`src/fifo_threshold_cfg.svh`:
```
/*
 * Constants for the FIFO threshold configuration block: register offsets,
 * field positions, reset values and tuning words.
 * Assumes inclusion by bare name from the design file.
 */
// Functional notes
// - Retention clear: wake loads tuning word one 0x31, word two 0x88.
// - Retention set: wake loads tuning word one 0x35, word two 0x81.
// - Tuning loads stay internal; host reads of tuning registers give reset values.
// - Threshold reached when FIFO byte count is at or above threshold.
// - Code N, reset 7: receive 4(N+1) bytes, transmit 61-4N bytes.
`ifndef FIFO_THRESHOLD_CFG_SVH
`define FIFO_THRESHOLD_CFG_SVH

// ----------------------------------------
// Register offsets
// ----------------------------------------
`define OFS_LEVEL_THRESHOLD 6'h03
`define OFS_TUNING_ONE      6'h2D
`define OFS_TUNING_TWO      6'h2C
`define OFS_IRQ_STATUS      6'h10
`define OFS_IRQ_CLEAR       6'h11
`define OFS_IRQ_ENABLE      6'h12

// ----------------------------------------
// Fields and reset values
// ----------------------------------------
`define BIT_RESERVED        7
`define BIT_RETENTION       6
`define THR_RESET           8'h07
`define TUNING_ONE_RESET    8'h31
`define TUNING_TWO_RESET    8'h88
`define TUNE1_RET_CLEAR     8'h31
`define TUNE2_RET_CLEAR     8'h88
`define TUNE1_RET_SET       8'h35
`define TUNE2_RET_SET       8'h81
`define TX_THR_BASE         7'h3D
`define RX_THR_BASE         7'h04
`define IRQ_BITS            2

`endif

```
`src/fifo_threshold_pkg.sv`:
```
/*
 * Types for the FIFO threshold configuration block.
 * Assumes nothing of its surroundings.
 */
package fifo_threshold_pkg;

	typedef struct packed {
		logic [5:0] addr;
		logic [7:0] wdata;
		logic       wr;
		logic       rd;
	} reg_req_t;

	typedef struct packed {
		logic [7:0] thr;
		logic [7:0] tune1;
		logic [7:0] tune2;
		logic [1:0] irq_stat;
		logic [1:0] irq_en;
		logic [7:0] rdata;
		logic       rx_hit;
		logic       tx_hit;
		logic       asleep;
	} state_t;

endpackage : fifo_threshold_pkg

```
`src/fifo_threshold_config.sv`:
```
/*
 * Threshold register, wake-up tuning load and threshold comparators for
 * the 64-byte transmit and receive FIFOs, with a small interrupt block.
 * Assumes a synchronous register port and FIFO byte counts from the FIFO logic.
 */
// The implementer's own choice: strobed register access.
`timescale 1ns/1ps
`include "fifo_threshold_cfg.svh"
`default_nettype none

module fifo_threshold_config (
	input  wire logic                         clk,
	input  wire logic                         resetn,
	input  wire fifo_threshold_pkg::reg_req_t req,
	output logic [7:0]                        rdata,
	input  wire logic [6:0]                   rx_count,
	input  wire logic [6:0]                   tx_count,
	input  wire logic                         sleep,
	output logic                              rx_threshold,
	output logic                              tx_threshold,
	output logic [7:0]                        analog_tuning_word_one,
	output logic [7:0]                        analog_tuning_word_two,
	output logic                              irq
);

	// ----------------------------------------
	// Reset release
	// ----------------------------------------
	logic rst_meta_r;
	logic rst_n_r;

	always_ff @(posedge clk or negedge resetn) begin
		if (!resetn) begin
			rst_meta_r <= 1'b0;
			rst_n_r    <= 1'b0;
		end else begin
			rst_meta_r <= 1'b1;
			rst_n_r    <= rst_meta_r;
		end
	end

	// ----------------------------------------
	// Thresholds
	// ----------------------------------------
	fifo_threshold_pkg::state_t s_r;
	fifo_threshold_pkg::state_t s_nxt;
	logic [3:0]                 fill_threshold_code;
	logic                       converter_setting_retention;
	logic [6:0]                 rx_limit;
	logic [6:0]                 tx_limit;
	logic                       rx_cmp;
	logic                       tx_cmp;
	logic                       wake;
	logic                       wr_threshold;
	logic                       wr_clear;
	logic                       wr_enable;
	logic [1:0]                 cmp_rise;

	assign fill_threshold_code         = s_r.thr[3:0];
	assign converter_setting_retention = s_r.thr[`BIT_RETENTION];

	// ----------------------------------------
	// Threshold limits
	// ----------------------------------------
	// Receive limit climbs from 4 in steps of four bytes
	fill_limit #(
		.BASE (`RX_THR_BASE),
		.DOWN (1'b0)
	) rx_limit_gen (
		.code  (fill_threshold_code),
		.limit (rx_limit)
	);

	// Transmit limit falls from 61 in steps of four bytes
	fill_limit #(
		.BASE (`TX_THR_BASE),
		.DOWN (1'b1)
	) tx_limit_gen (
		.code  (fill_threshold_code),
		.limit (tx_limit)
	);

	// ----------------------------------------
	// Comparators
	// ----------------------------------------
	// Combinational, so a count or code change shows at once
	fill_compare #(
		.WIDTH (7)
	) rx_compare (
		.count   (rx_count),
		.limit   (rx_limit),
		.reached (rx_cmp)
	);

	fill_compare #(
		.WIDTH (7)
	) tx_compare (
		.count   (tx_count),
		.limit   (tx_limit),
		.reached (tx_cmp)
	);

	// ----------------------------------------
	// Wake detection
	// ----------------------------------------
	// Sleep level falling against its registered copy
	assign wake = s_r.asleep && !sleep;

	// ----------------------------------------
	// Register port decode
	// ----------------------------------------
	assign wr_threshold = req.wr && (req.addr == `OFS_LEVEL_THRESHOLD);
	assign wr_clear     = req.wr && (req.addr == `OFS_IRQ_CLEAR);
	assign wr_enable    = req.wr && (req.addr == `OFS_IRQ_ENABLE);

	// Threshold crossings from below raise status events
	assign cmp_rise = {tx_cmp & ~s_r.tx_hit, rx_cmp & ~s_r.rx_hit};

	// ----------------------------------------
	// Next state
	// ----------------------------------------
	always_comb begin
		s_nxt        = s_r;
		s_nxt.rdata  = 8'h00;
		s_nxt.asleep = sleep;
		s_nxt.rx_hit = rx_cmp;
		s_nxt.tx_hit = tx_cmp;

		// Wake-up load; these values never reach the read path
		if (wake) begin
			if (converter_setting_retention) begin
				s_nxt.tune1 = `TUNE1_RET_SET;
				s_nxt.tune2 = `TUNE2_RET_SET;
			end else begin
				s_nxt.tune1 = `TUNE1_RET_CLEAR;
				s_nxt.tune2 = `TUNE2_RET_CLEAR;
			end
		end

		// Configuration writes; bit 7 is kept as written
		if (wr_threshold) begin
			s_nxt.thr = req.wdata;
		end
		if (wr_enable) begin
			s_nxt.irq_en = req.wdata[1:0];
		end

		// Clear first, then events, so a same-cycle event wins
		if (wr_clear) begin
			s_nxt.irq_stat = s_r.irq_stat & ~req.wdata[1:0];
		end
		s_nxt.irq_stat = s_nxt.irq_stat | cmp_rise;

		// Read data stands only in the cycle after the strobe
		if (req.rd) begin
			unique case (req.addr)
				`OFS_LEVEL_THRESHOLD: s_nxt.rdata = s_r.thr;
				`OFS_TUNING_ONE:      s_nxt.rdata = `TUNING_ONE_RESET;
				`OFS_TUNING_TWO:      s_nxt.rdata = `TUNING_TWO_RESET;
				`OFS_IRQ_STATUS:      s_nxt.rdata = {6'h00, s_r.irq_stat};
				`OFS_IRQ_ENABLE:      s_nxt.rdata = {6'h00, s_r.irq_en};
				default:              s_nxt.rdata = 8'h00;
			endcase
		end
	end

	// ----------------------------------------
	// State register
	// ----------------------------------------
	always_ff @(posedge clk or negedge rst_n_r) begin
		if (!rst_n_r) begin
			s_r.thr      <= `THR_RESET;
			s_r.tune1    <= `TUNING_ONE_RESET;
			s_r.tune2    <= `TUNING_TWO_RESET;
			s_r.irq_stat <= 2'b00;
			s_r.irq_en   <= 2'b00;
			s_r.rdata    <= 8'h00;
			s_r.rx_hit   <= 1'b0;
			s_r.tx_hit   <= 1'b0;
			s_r.asleep   <= 1'b0;
		end else begin
			s_r <= s_nxt;
		end
	end

	// ----------------------------------------
	// Outputs
	// ----------------------------------------
	assign rdata                  = s_r.rdata;
	assign rx_threshold           = rx_cmp;
	assign tx_threshold           = tx_cmp;
	assign analog_tuning_word_one = s_r.tune1;
	assign analog_tuning_word_two = s_r.tune2;
	assign irq                    = |(s_r.irq_stat & s_r.irq_en);

endmodule : fifo_threshold_config

// ----------------------------------------
// Fill limit from threshold code
// ----------------------------------------
module fill_limit #(
	parameter logic [6:0] BASE = 7'h00,
	parameter logic       DOWN = 1'b0
) (
	input  wire logic [3:0] code,
	output logic [6:0]      limit
);

	logic [6:0] step;

	// Four bytes per code step
	assign step  = {1'b0, code, 2'b00};
	assign limit = DOWN ? (BASE - step) : (BASE + step);

endmodule : fill_limit

// ----------------------------------------
// Fill-level comparator
// ----------------------------------------
module fill_compare #(
	parameter int WIDTH = 7
) (
	input  wire logic [WIDTH-1:0] count,
	input  wire logic [WIDTH-1:0] limit,
	output logic                  reached
);

	// At or above the limit counts as reached
	assign reached = count >= limit;

endmodule : fill_compare

`default_nettype wire

```
`config.mk`:
```
export PLATFORM = sky130hd
export DESIGN_NAME = fifo_threshold_config
export DESIGN_NICKNAME = d
export VERILOG_FILES = /design/src/fifo_threshold_pkg.sv /design/src/fifo_threshold_config.sv
export VERILOG_INCLUDE_DIRS = /design/src
export SDC_FILE = /design/constraint.sdc
export NUM_CORES = 1
export LEC_CHECK = 0
export BUFFER_PORTS_ARGS = -buffer_cell sky130_fd_sc_hd__buf_2
export CORE_MARGIN = 5
export CORE_UTILIZATION = 34
export DETAILED_ROUTE_END_ITERATION = 10
export PLACE_DENSITY = 0.56
export SYNTH_ARGS = -nofsm -noshare
export SYNTH_HDL_FRONTEND = slang
export SYNTH_SLANG_ARGS = --single-unit
```
`constraint.sdc`:
```
create_clock -name clk -period 1.85 [get_ports clk]
set_input_delay 0.0925 -clock clk [delete_from_list [all_inputs] [get_ports clk]]
set_output_delay 0.0925 -clock clk [all_outputs]
set_load 0.05 [all_outputs]
```
# Word level (Yosys, flattened, before mapping)
# Cells that the tools add are included.
op_classes:
  addsub: 2
  magnitude_cmp: 2
  eq_ne: 6
  muxes: 4
  n_bitwise: 8
  n_reduce_logical: 6
op_table:
  columns: ["cell", "count"]
  rows:
  - ["$pmux W8 S5", 1]
  - ["$eq A6 B5 Y1 const B", 3]
  - ["$ge A7 B7 Y1", 2]
  - ["$eq A6 B6 Y1 const B", 2]
  - ["$mux W11", 1]
  - ["$mux W8", 1]
  - ["$add A3 B6 Y7 const A", 1]
  - ["$sub A6 B6 Y7 const A", 1]
  - ["$eq A6 B2 Y1 const B", 1]
  - ["$and A2 B2 Y2", 2]
  - ["$logic_and A1 B1 Y1", 4]
  - ["$and A1 B1 Y1", 2]
  - ["$mux W2", 1]
  - ["$not A1 Y1", 2]
  - ["$not A2 Y2", 1]
  - ["$or A2 B2 Y2", 1]
  - ["$reduce_or A2 Y1", 1]
  - ["$logic_not A1 Y1", 1]
totals:
  register_bits: 41
  out_inout_bits: 27

# Logic depth before layout (Yosys ltp)
# Gate-level depths: netlist (run 1).
depth:
  depth_word: 4
  depth_mapped: 6
  mapped_depth_nobuf: 6

# Hierarchy
# A second synthesis (run 1) with hierarchy kept.
unflattened:
  cells_unflattened: 168
  hier_area_um2: 1740.4
modules_own_cells:
  columns: ["mod", "n_inst", "cells_per_inst", "area_each_um2", "seq_area_each_um2"]
  rows:
  - ["fifo_threshold_config", 1, 104, 1297.5, 680.7]
  - ["fill_compare", 2, 23, 166.4, 0.0]
  - ["fill_limit at rx_limit_gen", 1, 9, 65.1, 0.0]
  - ["fill_limit at tx_limit_gen", 1, 9, 45.0, 0.0]

# Worst setup path after synthesis (run 1)
# No wires, ideal clock.
synth_timing:
  kind: "register to register"
  startpoint: "register s_r (netlist bit fill_threshold_code[0])"
  endpoint: "register s_r[2] in the netlist's numbering"
  arrival_time_ns: 2.385
  slack_ns: -0.783
  path_stages_with_launch: 7
  period_less_slack_ns: 2.633
  cell_sequence: "dfstp_2 ha_1 inv_1 ha_1 nor4bb_1 nor3_1 o21ai_0"
synth_between:
  elab_chain_cells: 2
synth_lines:
  columns: ["element", "line", "text"]
  rows:
  - ["from (decl)", "fifo_threshold_config.sv:45", "fifo_threshold_pkg::state_t s_r;"]
  - ["from (signal assigned)", "fifo_threshold_config.sv:182", "s_r <= s_nxt;"]
  - ["$add A3 B6 Y7", "fifo_threshold_config.sv:213", "assign limit = DOWN ? (BASE - step) : (BASE + step);"]
  - ["$ge A7 B7 Y1", "fifo_threshold_config.sv:229", "assign reached = count >= limit;"]
  - ["via rx_threshold", "fifo_threshold_config.sv:19", "output logic rx_threshold,"]
# The timed path passes the listed nets, and every way through them passes these cells.
# A chain may end at the register's enable or synchronous reset.

# Worst setup path in the final report (run 1)
layout_timing:
  startpoint: "register s_r (netlist bit fill_threshold_code[0])"
  endpoint: "output port rx_threshold"
layout_between:
  elab_chain_cells: 2
layout_lines:
  columns: ["element", "line"]
  rows:
  - ["$add A3 B6 Y7", "fifo_threshold_config.sv:213"]
  - ["$ge A7 B7 Y1", "fifo_threshold_config.sv:229"]
  - ["to (decl)", "fifo_threshold_config.sv:19"]
# No other way between the ends.

==> results of run 1 <==
[worst register-to-register path, cell delays in order (launching register included)]
cell and delay (ns):
sky130_fd_sc_hd__dfstp_2 0.61, sky130_fd_sc_hd__ha_4 0.22, sky130_fd_sc_hd__inv_2 0.06, sky130_fd_sc_hd__ha_4 0.20, sky130_fd_sc_hd__nor4bb_4 0.15, sky130_fd_sc_hd__nor3_2 0.26, sky130_fd_sc_hd__buf_4 0.17, sky130_fd_sc_hd__buf_6 0.08
sky130_fd_sc_hd__o2111ai_2 0.09
[cell usage in the layout (no fill, tap or decap), drive strengths merged, types with 4 or more instances in the layout]
| cell type | instances |
|---|---|
| ha | 10 |
| or3 | 4 |
| dfstp | 4 |
| nand3 | 10 |
| mux2 | 10 |
| inv | 6 |
| buf | 59 |
| a21oi | 6 |
| conb | 14 |
| dfrtp | 23 |
[worst max-delay path by stage]
stage	slack [ns]	to	from	cells past startpoint
CTS	-0.25	rx_threshold	fill_threshold_code[0]	7
global route	-0.35	rx_threshold	fill_threshold_code[0]	7
finish	-0.24	rx_threshold	fill_threshold_code[0]	7
detailed placement	-0.07	rx_threshold	fill_threshold_code[0]	7
floorplan	0.03	s_r[2]	fill_threshold_code[0]	6
global placement	-0.03	rx_threshold	fill_threshold_code[0]	7
[cell families after synthesis]
group / after synthesis
adders and majority gates: 10
other: 2
AOI/OAI and AO/OA: 19
muxes: 13
xor gates and xnor gates: 2
and+or+nand+nor: 35
buffers and inverters: 31
DFF: 27
[registers in the layout, summed over array words and instances (netlist names)]
| register | flops |
|---|---|
| rdata | 8 |
| rst_meta_r | 1 |
| s_r | 10 |
| fill_threshold_code | 4 |
| converter_setting_retention | 1 |
| rst_n_r | 1 |
| analog_tuning_word_two | 2 |
[routing by layer]
layer	global-route usage (%)	vias to the layer above	wire length, um
met3	4.33	13	309
li1	-	558	-
met2	20.5	55	1720
met4	3.61	0	88
met5	0	-	0
met1	13.4	552	1440
[layout make-up]
cell class	instances	area share, %
Clock buffer	3	2.07
Clock inverter	1	0.377
Inverter	6	1.13
Multi-Input combinational cell	93	40.4
Sequential cell	27	34.1
Tap cell	52	3.26
Timing Repair Buffer	61	18.6
[report_power, final]
| part | internal, mW | switching [mW] |
|---|---|---|
| combinational | 0.246 | 0.318 |
| clock | 0.153 | 0.187 |
| sequential | 0.643 | 0.0336 |
| total | 1.04 | 0.539 |
[what timing repair did]
action / in CTS / in global routing
gates resized for setup: 16 / 6
hold buffers: 2 / 0
pin swaps: 10 / 4
buffers inserted: 4 / 3
endpoints found under the hold margin: 3 / 0
endpoints found under the setup margin: 3 / 3
gates cloned: 0 / 0
[through the flow]
step	std cells	TNS [ns]	util [%]	worst slack, ns	power [mW]
after detailed placement	232	-0.122	40.5	-0.0728	1.13
after global routing	243	-0.742	45.8	-0.350	1.66
final	243	-0.491	45.8	-0.243	1.58
after CTS	240	-0.358	44.6	-0.246	1.54
after floorplan	151	0	-	0.0299	1.02
after global placement	232	-0.0414	40.5	-0.0277	1.11
==> Implementation_results.wiki, run 1 <==
{| class="wikitable"
! Metric !! Value
|-
| Outcome || finished, violations left
|-
| Violations in the final reports || setup timing
|-
| Total of fill cells in the finished design || 420
|-
| Number of antenna violations at the first check in global routing || 0
|-
| Critical path buffers and inverters || 1
|-
| Xor and xnor area share after synthesis || under 10%
|-
| Chip width || ~77 um
|-
| Vert. Die Dim || just under 80 um
|-
| Worst hold start || req[5]
|-
| Worst clock skew || ~0.0015 ns
|-
| Post-synthesis compound-gate area fraction || under 10%
|-
| Ratio of routed vias to standard cells || 4.85
|-
| Sum of routed wire length over all layers || 3550 um
|-
| Number of global-route vias before repair || between 1,000 and 1,500
|-
| Sort of element at the start of the critical path || flip-flop
|-
| Total power density per cell area || between 700 and 800 nW/um^2
|-
| Flop2flop setup slack || -0.11 ns
|-
| Static leakage || 0.989 nW
|-
| Total Die Area || around 6000 sq um
|-
| Area post-placement || 1760 sq um
|-
| YS warnings || 0
|-
| Post-synthesis to final-layout area growth || 30.1%
|-
| Tcrit/Tclk final || 113%
|-
| Final instance area || 1990 sq um
|-
| Proportion of synthesized chip area in sequential cells || roughly 44%
|-
| Violation count after the first detailed-route iteration || 62
|-
| Buffers on Ports || 46
|-
| Period minus WS final || 2.09 ns
|-
| Post-synthesis instance area || approximately 1500 sq um
|-
| Global-route wire length before repair || about 5800 um
|-
| Hold worst-path end || fill_threshold_code[3]
|-
| Simple logic cell fraction of the synthesized area || between 10% and 20%
|-
| Detailed Place HPWL || roughly 2700 um
|-
| Number of nets in the finished design || around 240
|-
| Path depth of the worst reg2reg path || 8
|-
| CTS root buf || sky130_fd_sc_hd__clkbuf_8
|-
| TritonCTS Buffers || 3
|-
| Synth top area share || about 38%
|-
| Overall track demand over capacity in global routing || 11.8%
|-
| Area occupied by registers || ~700 sq um
|-
| Final weighted congestion in routability-driven placement || just under 0.8
|-
| CP max stage cell || sky130_fd_sc_hd__dfstp_2
|-
| Gate count after technology mapping || 139
|-
| Most instantiated library cell after synthesis || sky130_fd_sc_hd__buf_4
|-
| Adder-cell share of the synthesized area || 8.17%
|-
| Detail Route Antenna Nets || 0
|-
| Leftover overflow at the end of global routing || 0
|-
| Clock-pin slew on the worst setup and hold paths || 0.09 ns
|-
| Routed vias || about 1,200
|-
| Final setup slack of the worst path || -0.243 ns
|-
| Data required time of the worst path || 1.76 ns
|-
| Maximum VDD drop || 0.472 mV
|-
| Dominant combinational cell family by area after synthesis || simple AND/OR/NAND/NOR gates
|-
| Antenna diode count || 0
|-
| Count of different cell masters after synthesis || 39
|-
| CTS tree || done
|-
| Share of flip-flops with an asynchronous set or reset after synthesis || 100%
|-
| Post-synthesis mux area share || 9.31%
|-
| Kind of end point of the critical path || primary output
|-
| Ports || 60
|-
| CTS Sinks || 27
|-
| Share of cells above drive strength 1 || between 50% and 60%
|-
| Std-Cell Rows || 24
|-
| Max-Cap Viols || 0
|-
| Number of flops mapped to enable cells by yosys || 0
|-
| Worst-Skew Late Latency || ~0.27 ns
|-
| Synth top cells by count || sky130_fd_sc_hd__buf_4 (24), sky130_fd_sc_hd__dfrtp_1 (23), sky130_fd_sc_hd__ha_1 (10), sky130_fd_sc_hd__mux2_2 (10), sky130_fd_sc_hd__nand3_1 (9)
|-
| Number of hold violations in the final report || 0
|-
| Cell Chain, Critical Path || nand3_2 > xor2_1 > ha_1 > a21o_1 > a21oi_2 > o21ai_4 > buf_6
|-
| Starting density of the core || 35.2%
|-
| TritonRoute pass-1 iters || 6
|-
| Count of final setup violators || 3
|-
| Worst hold slack || approximately 0.043 ns
|-
| Post-synthesis register bit count || 27
|-
| Max Buffers Root-to-Sink || 2
|-
| Mean instance size in the synthesized netlist || around 11 sq um
|-
| Routed length per placed instance || 14.6 um
|-
| Data arrival time of the critical path || 2.00 ns
|-
| Maximum cell stage delay along the critical path || just over 0.6 ns
|-
| Largest net degree at the start of global routing || 26
|-
| Htree depth || 1
|-
| Max-slew violation count || 0
|-
| Top_reg_cell synth || sky130_fd_sc_hd__dfrtp_1
|-
| Area of the core || 4350 sq um
|-
| Worst Hold Path Cells || 2
|-
| Library cell occupying the most area in the post-synthesis netlist || sky130_fd_sc_hd__dfrtp_1
|-
| Reg-to-reg critical path endpoint || s_r[13]
|-
| DRC Markers || 0
|-
| Unrepaired setup endpoints after global routing || yes
|-
| Family with the most delay on the worst path || flip-flops
|-
| Cell types occupying the most area after synthesis || sky130_fd_sc_hd__dfrtp_1 (38%), sky130_fd_sc_hd__buf_4 (12%), sky130_fd_sc_hd__ha_1 (8.2%)
|-
| Area of the multi-input gates || 805 sq um
|-
| Hold/Removal Path Class || primary input to flip-flop
|-
| Largest fanout of any net on the critical path || 5
|-
| Crit Path Class || flip-flop to primary output
|-
| Start of the worst register-to-register path || fill_threshold_code[0]
|-
| Highest clock rate || around 480 MHz
|}
(Power assumes the default switching activity.)
==> inputs of run 2 (changes only) <==
--- a/config.mk
+++ b/config.mk
@@ -7,10 +7,11 @@
 export NUM_CORES = 1
 export LEC_CHECK = 0
 export BUFFER_PORTS_ARGS = -buffer_cell sky130_fd_sc_hd__buf_2
+export CORE_ASPECT_RATIO = 1.2
 export CORE_MARGIN = 5
 export CORE_UTILIZATION = 34
 export DETAILED_ROUTE_END_ITERATION = 10
-export PLACE_DENSITY = 0.56
+export PLACE_DENSITY = 0.59
 export SYNTH_ARGS = -nofsm -noshare
 export SYNTH_HDL_FRONTEND = slang
 export SYNTH_SLANG_ARGS = --single-unit
==> constraint.sdc (replaced) <==
create_clock -name clk -period 1.9 [get_ports clk]
set_input_delay 0.095 -clock clk [delete_from_list [all_inputs] [get_ports clk]]
set_output_delay 0.095 -clock clk [all_outputs]
set_load 0.05 [all_outputs]
==> run 2 against run 1 <==
Against the previous run: the run still ends with setup timing left; via count decreased by 3.1%; non-clock buffer count grew 1; flip-flop and latch count unchanged; worst hold slack improved by 0.0073 ns; wire length down 9.5%; utilization shrank 0.49 points; first-iteration DRC count is 15% lower.
==> Implementation_results.wiki, run 2 (same netlist as run 1, synthesis figures left out) <==
{| class="wikitable"
! Metric !! Value
|-
| Chip width || 71.3 um (-7.6%)
|-
| Static leakage || 0.992 nW (+0.28%)
|-
| Kind of end point of the critical path || primary output
|-
| Maximum cell stage delay along the critical path || 0.61 ns (about the same)
|-
| Leftover overflow at the end of global routing || 0 (unchanged)
|-
| Htree depth || 1 (unchanged)
|-
| Max FFs per register || 10 (unchanged)
|-
| Data arrival time of the critical path || 2.02 ns (+0.02 ns)
|-
| Largest fanout of any net on the critical path || 5 (unchanged)
|-
| Detailed Place HPWL || 2480 um (-9.1%)
|-
| Sort of element at the start of the critical path || flip-flop
|-
| Violations in the final reports || setup timing
|-
| Global-route wire length before repair || 5180 um (-11%)
|-
| Overall track demand over capacity in global routing || 10.9% (-0.88 points)
|-
| Area of the core || 4330 sq um (-0.63%)
|-
| Max-slew violation count || 0 (unchanged)
|-
| Starting density of the core || 35.4% (+0.22 points)
|-
| Critical path buffers and inverters || 2 (+1)
|-
| Worst-Skew Late Latency || 0.27 ns (about the same)
|-
| Total power density per cell area || 762 nW/um^2 (-4.0%)
|-
| Antenna diode count || 0 (unchanged)
|-
| Family with the most delay on the worst path || flip-flops
|-
| Outcome || finished, violations left
|-
| Share of cells above drive strength 1 || 49.0% (-1.3 points)
|-
| Max Buffers Root-to-Sink || 2 (unchanged)
|-
| Number of hold violations in the final report || 0 (unchanged)
|-
| Period minus WS final || around 2.1 ns
|-
| TritonCTS Buffers || 3 (unchanged)
|-
| Final weighted congestion in routability-driven placement || 0.806 (+2.9%)
|-
| Cell Chain, Critical Path || nand3_2 > xor2_1 > ha_1 > buf_4 > nand3_1 > o21ai_4 > buf_6
|-
| Post-synthesis to final-layout area growth || 27.9%
|-
| Highest clock rate || approximately 470 MHz
|-
| Unrepaired setup endpoints after global routing || yes
|-
| Ratio of routed vias to standard cells || 4.60 (-5.0%)
|-
| Count of final setup violators || 2 (-1)
|-
| Crit Path Class || flip-flop to primary output
|-
| Violation count after the first detailed-route iteration || 53 (-15%)
|-
| Buffers on Ports || 46 (unchanged)
|-
| Hold/Removal Path Class || primary input to flip-flop
|-
| Dpl cells || 236 (+1.7%)
|-
| DRC Markers || 0 (unchanged)
|-
| Sum of routed wire length over all layers || 3220 um (-9.5%)
|-
| TritonRoute pass-1 iters || 4 (-2)
|-
| Most frequent cells in the layout || sky130_fd_sc_hd__buf_2 (44), sky130_fd_sc_hd__dfrtp_1 (23), sky130_fd_sc_hd__conb_1 (14), sky130_fd_sc_hd__buf_4 (14), sky130_fd_sc_hd__mux2_2 (10)
|-
| Data required time of the worst path || 1.80 ns (+0.04 ns)
|-
| Tcrit/Tclk final || 111%
|-
| CTS root buf || sky130_fd_sc_hd__clkbuf_8
|-
| Detail Route Antenna Nets || 0 (unchanged)
|-
| Maximum VDD drop || 0.260 mV (-45%)
|-
| Register name with the most flops || s_r
|-
| Number of global-route vias before repair || 1,161 (-6.3%)
|-
| Largest net degree at the start of global routing || 26 (unchanged)
|-
| Ports || 60 (unchanged)
|-
| Vert. Die Dim || 83.5 um (+8.3%)
|-
| Max-Cap Viols || 0 (unchanged)
|-
| Final setup slack of the worst path || -0.215 ns (+0.0273 ns)
|-
| Final Core Density || 45.3% (-0.49 points)
|-
| CTS Sinks || 27 (unchanged)
|-
| Total Die Area || 5950 sq um (about the same)
|-
| Leading cell type in the layout, fill and taps excluded || sky130_fd_sc_hd__buf_2
|-
| Final std cells w/o fill || 248 (+2.1%)
|-
| Number of nets in the finished design || 236 (+0.43%)
|-
| Routed length per placed instance || 13.0 um (-11%)
|-
| Clock-pin slew on the worst setup and hold paths || 0.09 ns (about the same)
|-
| Worst clock skew || 0.00635 ns (+0.00481 ns)
|-
| CTS tree || done
|-
| CP max stage cell || sky130_fd_sc_hd__dfstp_2
|-
| Std-Cell Rows || 26 (+8.3%)
|-
| Worst hold slack || 0.0501 ns (+0.00730 ns)
|-
| Routed vias || 1,142 (-3.1%)
|-
| Number of antenna violations at the first check in global routing || 0 (unchanged)
|}
==> run 2: what timing repair did <==
action,CTS,global route
hold endpoints to repair,3,0
gates resized for setup,11,6
pin swaps,7,6
setup buffers,3,3
endpoints found under the setup margin,2,3
hold buffers,2,0
==> run 2: area by class of cell <==
type	count	area (sq um)
inverter	6	22.5
clock buffer	3	41.3
fill	420	2370
timing repair buffer	62	372
multi-input combinational	93	768
clock inverter	1	5.00
sequential	27	681
tap	56	70.1
==> run 2: metrics by stage <==
stage / instance area [sq um] / setup slack, ns / power [mW] / TNS [ns]
floorplan: 1590 / 0.0378 / 0.992 / 0
global placement: 1760 / -0.0162 / 1.08 / -0.0162
detailed placement: 1760 / -0.0395 / 1.09 / -0.0395
CTS: 1910 / -0.247 / 1.48 / -0.330
global route: 1960 / -0.322 / 1.58 / -0.570
finish: 1960 / -0.215 / 1.49 / -0.313
==> run 2: final timing paths <==
kind	from	endpoint	slack, ns	depth (start not counted)
min in group asynchronous	resetn	rst_n_r	0.13	2
hold / removal	req[9]	s_r[38]	0.05	2
setup reg to reg	fill_threshold_code[0]	s_r[13]	0.02	8
hold reg to reg	rst_n_r	s_r[13]	0.23	1
setup / recovery	fill_threshold_code[0]	rx_threshold	-0.22	7
max in group asynchronous	rst_n_r	fill_threshold_code[1]	1.38	1
==> run 2: worst reg2reg max path: stages, from the launching register on <==
cell                        delay (ns)
sky130_fd_sc_hd__dfstp_2          0.61
sky130_fd_sc_hd__ha_4             0.22
sky130_fd_sc_hd__inv_2            0.06
sky130_fd_sc_hd__ha_4             0.20
sky130_fd_sc_hd__nor4bb_4         0.14
sky130_fd_sc_hd__nor3_2           0.14
sky130_fd_sc_hd__buf_4            0.14
sky130_fd_sc_hd__buf_4            0.10
sky130_fd_sc_hd__o2111ai_2        0.11
==> run 2: power breakdown <==
| group | total, mW | internal [mW] | switching (mW) |
|---|---|---|---|
| registers | 0.659 | 0.626 | 0.0330 |
| clock network | 0.323 | 0.147 | 0.177 |
| logic | 0.509 | 0.220 | 0.289 |
| total | 1.49 | 0.993 | 0.499 |
==> run 2: metal layers <==
| metal | share of wire (%) | track usage, % |
|---|---|---|
| met5 | 0 | 0 |
| met4 | 2.0 | 6.15 |
| met3 | 6.7 | 1.93 |
| met2 | 50 | 17.5 |
| met1 | 42 | 13.6 |
==> inputs of run 3 (changes only) <==
--- a/config.mk
+++ b/config.mk
@@ -6,12 +6,14 @@
 export SDC_FILE = /design/constraint.sdc
 export NUM_CORES = 1
 export LEC_CHECK = 0
+export ABC_AREA = 1
 export BUFFER_PORTS_ARGS = -buffer_cell sky130_fd_sc_hd__buf_2
 export CORE_ASPECT_RATIO = 1.2
 export CORE_MARGIN = 5
-export CORE_UTILIZATION = 34
+export CORE_UTILIZATION = 44
 export DETAILED_ROUTE_END_ITERATION = 10
-export PLACE_DENSITY = 0.59
+export PLACE_DENSITY = 0.72
+export SKIP_CTS_REPAIR_TIMING = 1
 export SYNTH_ARGS = -nofsm -noshare
 export SYNTH_HDL_FRONTEND = slang
 export SYNTH_SLANG_ARGS = --single-unit
==> run 3 against run 2 <==
Against the previous run: the run still ends with setup timing left; die area is 15% lower; combinational power is 23% lower; final area is 1.8% lower; sequential share of layout area is 0.63 points higher; non-clock buffer count is 8 lower; register-to-register slack better by 0.14 ns; sequential power is 0.6% higher; utilization is 8.1 points higher; critical path depth is 1 higher; wire length is 0.53% lower; clock-buffer cell count stayed put; total power is 7.4% lower; critical path type unchanged; largest cell class unchanged.
==> Implementation_results.wiki, run 3 <==
{| class="wikitable"
! Metric !! Value
|-
| Outcome || finished, violations left
|-
| Violations in the final reports || setup timing
|-
| Largest fanout of any net on the critical path || 5 (unchanged)
|-
| Final Core Density || 53.4% (+8.1 points)
|-
| Power, Total || 1.38 mW (-7.4%)
|-
| Total Die Area || 5040 sq um (-15%)
|-
| Max Buffers Root-to-Sink || 2 (unchanged)
|-
| Flop2flop setup slack || 0.16 ns (+0.14 ns)
|-
| TritonRoute pass-1 iters || 4 (unchanged)
|-
| Tcrit/Tclk final || 106% (-5.4 points)
|-
| Routed vias || 1,270 (+11%)
|-
| Leading cell type in the layout, fill and taps excluded || sky130_fd_sc_hd__buf_2
|-
| Period minus WS final || 2.01 ns (-0.102 ns)
|-
| Chip width || 65.6 um (-7.9%)
|-
| Post-synthesis instance area || 1630 sq um (+6.7%)
|-
| Worst Hold Path Cells || 3 (+1)
|-
| Reg-to-reg critical path endpoint || s_r[13]
|-
| Clock-pin slew on the worst setup and hold paths || 0.09 ns (about the same)
|-
| Static leakage || 1.06 nW (+6.8%)
|-
| Number of hold violations in the final report || 0 (unchanged)
|-
| Most instantiated library cell after synthesis || sky130_fd_sc_hd__nand2_1
|-
| CTS root buf || sky130_fd_sc_hd__clkbuf_8
|-
| Highest clock rate || 497 MHz (+5.1%)
|-
| Worst setup slack after placement || 0.0302 ns (+0.0698 ns)
|-
| Max FFs per register || 10 (unchanged)
|-
| Sum of routed wire length over all layers || 3200 um (-0.53%)
|-
| Final setup slack of the worst path || -0.113 ns (+0.102 ns)
|-
| Ports || 60 (unchanged)
|-
| Count of different cell masters after synthesis || 24 (-38%)
|-
| Final weighted congestion in routability-driven placement || 0.876 (+8.7%)
|-
| Overall track demand over capacity in global routing || 13.2% (+2.2 points)
|-
| Starting density of the core || 45.3% (+10 points)
|-
| Violation count after the first detailed-route iteration || 16 (-70%)
|-
| Max-Cap Viols || 0 (unchanged)
|-
| Kind of end point of the critical path || primary output
|-
| Post-synthesis to final-layout area growth || 17.8%
|-
| Proportion of synthesized chip area in sequential cells || 41.7% (-2.8 points)
|-
| Worst hold slack || 0.0249 ns (-0.0252 ns)
|-
| Path depth of the worst reg2reg path || 9 (+1)
|-
| Sort of element at the start of the critical path || flip-flop
|-
| Total power density per cell area || 718 nW/um^2 (-5.7%)
|-
| Leftover overflow at the end of global routing || 0 (unchanged)
|-
| Std-Cell Rows || 24 (-7.7%)
|-
| Worst hold start || req[4]
|-
| Vert. Die Dim || 76.8 um (-8.1%)
|-
| Count of final setup violators || 1 (-1)
|-
| Routed length per placed instance || 11.6 um (-11%)
|-
| Ratio of routed vias to standard cells || 4.58 (-0.43%)
|-
| TritonCTS Buffers || 3 (unchanged)
|-
| Max-slew violation count || 0 (unchanged)
|-
| Synth top cells by count || sky130_fd_sc_hd__nand2_1 (32), sky130_fd_sc_hd__inv_1 (31), sky130_fd_sc_hd__buf_4 (24), sky130_fd_sc_hd__dfrtp_1 (23), sky130_fd_sc_hd__nor2_1 (15)
|-
| Detailed Place HPWL || 2640 um (+6.3%)
|-
| Number of global-route vias before repair || 1,252 (+7.8%)
|-
| CTS Sinks || 27 (unchanged)
|-
| Crit Path Class || flip-flop to primary output
|-
| Total of fill cells in the finished design || 349 (-17%)
|-
| Area of the core || 3600 sq um (-17%)
|-
| Share of flip-flops with an asynchronous set or reset after synthesis || 100% (unchanged)
|-
| Number of antenna violations at the first check in global routing || 0 (unchanged)
|-
| Unrepaired setup endpoints after global routing || yes
|-
| Global-route wire length before repair || 5390 um (+4.0%)
|-
| Cell types occupying the most area after synthesis || sky130_fd_sc_hd__dfrtp_1 (35%), sky130_fd_sc_hd__buf_4 (11%), sky130_fd_sc_hd__ha_1 (7.7%)
|-
| Worst-Skew Late Latency || 0.27 ns (about the same)
|-
| Post-synthesis register bit count || 27 (unchanged)
|-
| Largest net degree at the start of global routing || 26 (unchanged)
|-
| Library cell occupying the most area in the post-synthesis netlist || sky130_fd_sc_hd__dfrtp_1
|-
| Number of flops mapped to enable cells by yosys || 0 (unchanged)
|-
| Synth top area share || 35.2% (-2.4 points)
|-
| Hold/Removal Path Class || primary input to flip-flop
|-
| DRC Markers || 0 (unchanged)
|-
| Top_reg_cell synth || sky130_fd_sc_hd__dfrtp_1
|-
| Hold worst-path end || fill_threshold_code[2]
|-
| CTS tree || done
|-
| Register name with the most flops || s_r
|-
| Gate count after technology mapping || 193 (+39%)
|-
| YS warnings || 0 (unchanged)
|-
| Buffers on Ports || 46 (unchanged)
|-
| Mean instance size in the synthesized netlist || 8.47 sq um (-23%)
|-
| Most frequent cells in the layout || sky130_fd_sc_hd__buf_2 (44), sky130_fd_sc_hd__inv_1 (31), sky130_fd_sc_hd__nand2_1 (30), sky130_fd_sc_hd__dfrtp_1 (23), sky130_fd_sc_hd__nor2_1 (15)
|-
| Antenna diode count || 0 (unchanged)
|-
| Htree depth || 1 (unchanged)
|-
| Data arrival time of the critical path || 1.92 ns (-0.10 ns)
|-
| Worst clock skew || 0.00475 ns (-0.00160 ns)
|-
| Detail Route Antenna Nets || 0 (unchanged)
|-
| Share of cells above drive strength 1 || 33.2% (-16 points)
|-
| Maximum VDD drop || 0.291 mV (+12%)
|-
| Aggregate negative setup slack || -0.113 ns (+0.200 ns)
|-
| Start of the worst register-to-register path || fill_threshold_code[0]
|-
| Worst setup path startpoint || fill_threshold_code[0]
|-
| Number of nets in the finished design || 282 (+19%)
|-
| Data required time of the worst path || 1.80 ns (about the same)
|}
[run 3: worst max path at each step]
| stage | end |
|---|---|
| after CTS | rx_threshold |
| after global routing | rx_threshold |
| after global placement | rx_threshold |
| after floorplan | s_r[13] |
| after detailed placement | rx_threshold |
| final | rx_threshold |
[run 3: cell type report]
| type | instances | area, sq um | share of cell area, % |
|---|---|---|---|
| clock buffers | 3 | 41.3 | 2.15 |
| well taps | 39 | 48.8 | 2.54 |
| clock inverters | 1 | 7.51 | 0.390 |
| flip-flops and latches | 27 | 681 | 35.4 |
| multi-input cells | 122 | 718 | 37.3 |
| inverters | 31 | 116 | 6.05 |
| repair buffers | 54 | 312 | 16.2 |
[run 3: per-stage QoR]
stage,instance area (sq um),std cells
detailed placement,1780,266
floorplan,1680,205
global placement,1780,266
finish,1920,277
global route,1920,277
CTS,1830,270
[run 3: power by group]
group | total [mW] | internal (mW) | switching, mW
Clock | 0.324 | 0.148 | 0.176
Combinational | 0.394 | 0.133 | 0.261
Sequential | 0.663 | 0.625 | 0.0384
[run 3: cell families (layout without fill, tap and decap cells)]
family	count (synthesis)	after routing	share of synthesized area (%)
buffers and inverters	56	89	18.8
XOR/XNOR	2	2	1.07
flip-flops	27	27	41.7
adder cells (fa/ha/maj)	10	10	7.66
AO/OA/AOI/OAI	24	24	9.57
AND/OR/NAND/NOR	72	72	20.8
other	2	14	0.460
[run 3: worst max-delay path: stages (launching register included)]
cell and delay [ns]:
sky130_fd_sc_hd__dfstp_2 0.61, sky130_fd_sc_hd__nand3_2 0.10, sky130_fd_sc_hd__xor2_1 0.16, sky130_fd_sc_hd__ha_1 0.28, sky130_fd_sc_hd__nand2_1 0.09, sky130_fd_sc_hd__a21oi_1 0.05
sky130_fd_sc_hd__nor2_1 0.12, sky130_fd_sc_hd__nand2_2 0.09, sky130_fd_sc_hd__buf_8 0.15
[run 3: routing by layer]
metal	track usage [%]	routed length (um)	up-vias
met5	0	0	-
met3	3.36	246	2
met2	23.3	1660	37
met4	3.11	14	0
li1	-	-	665
met1	15.6	1280	566
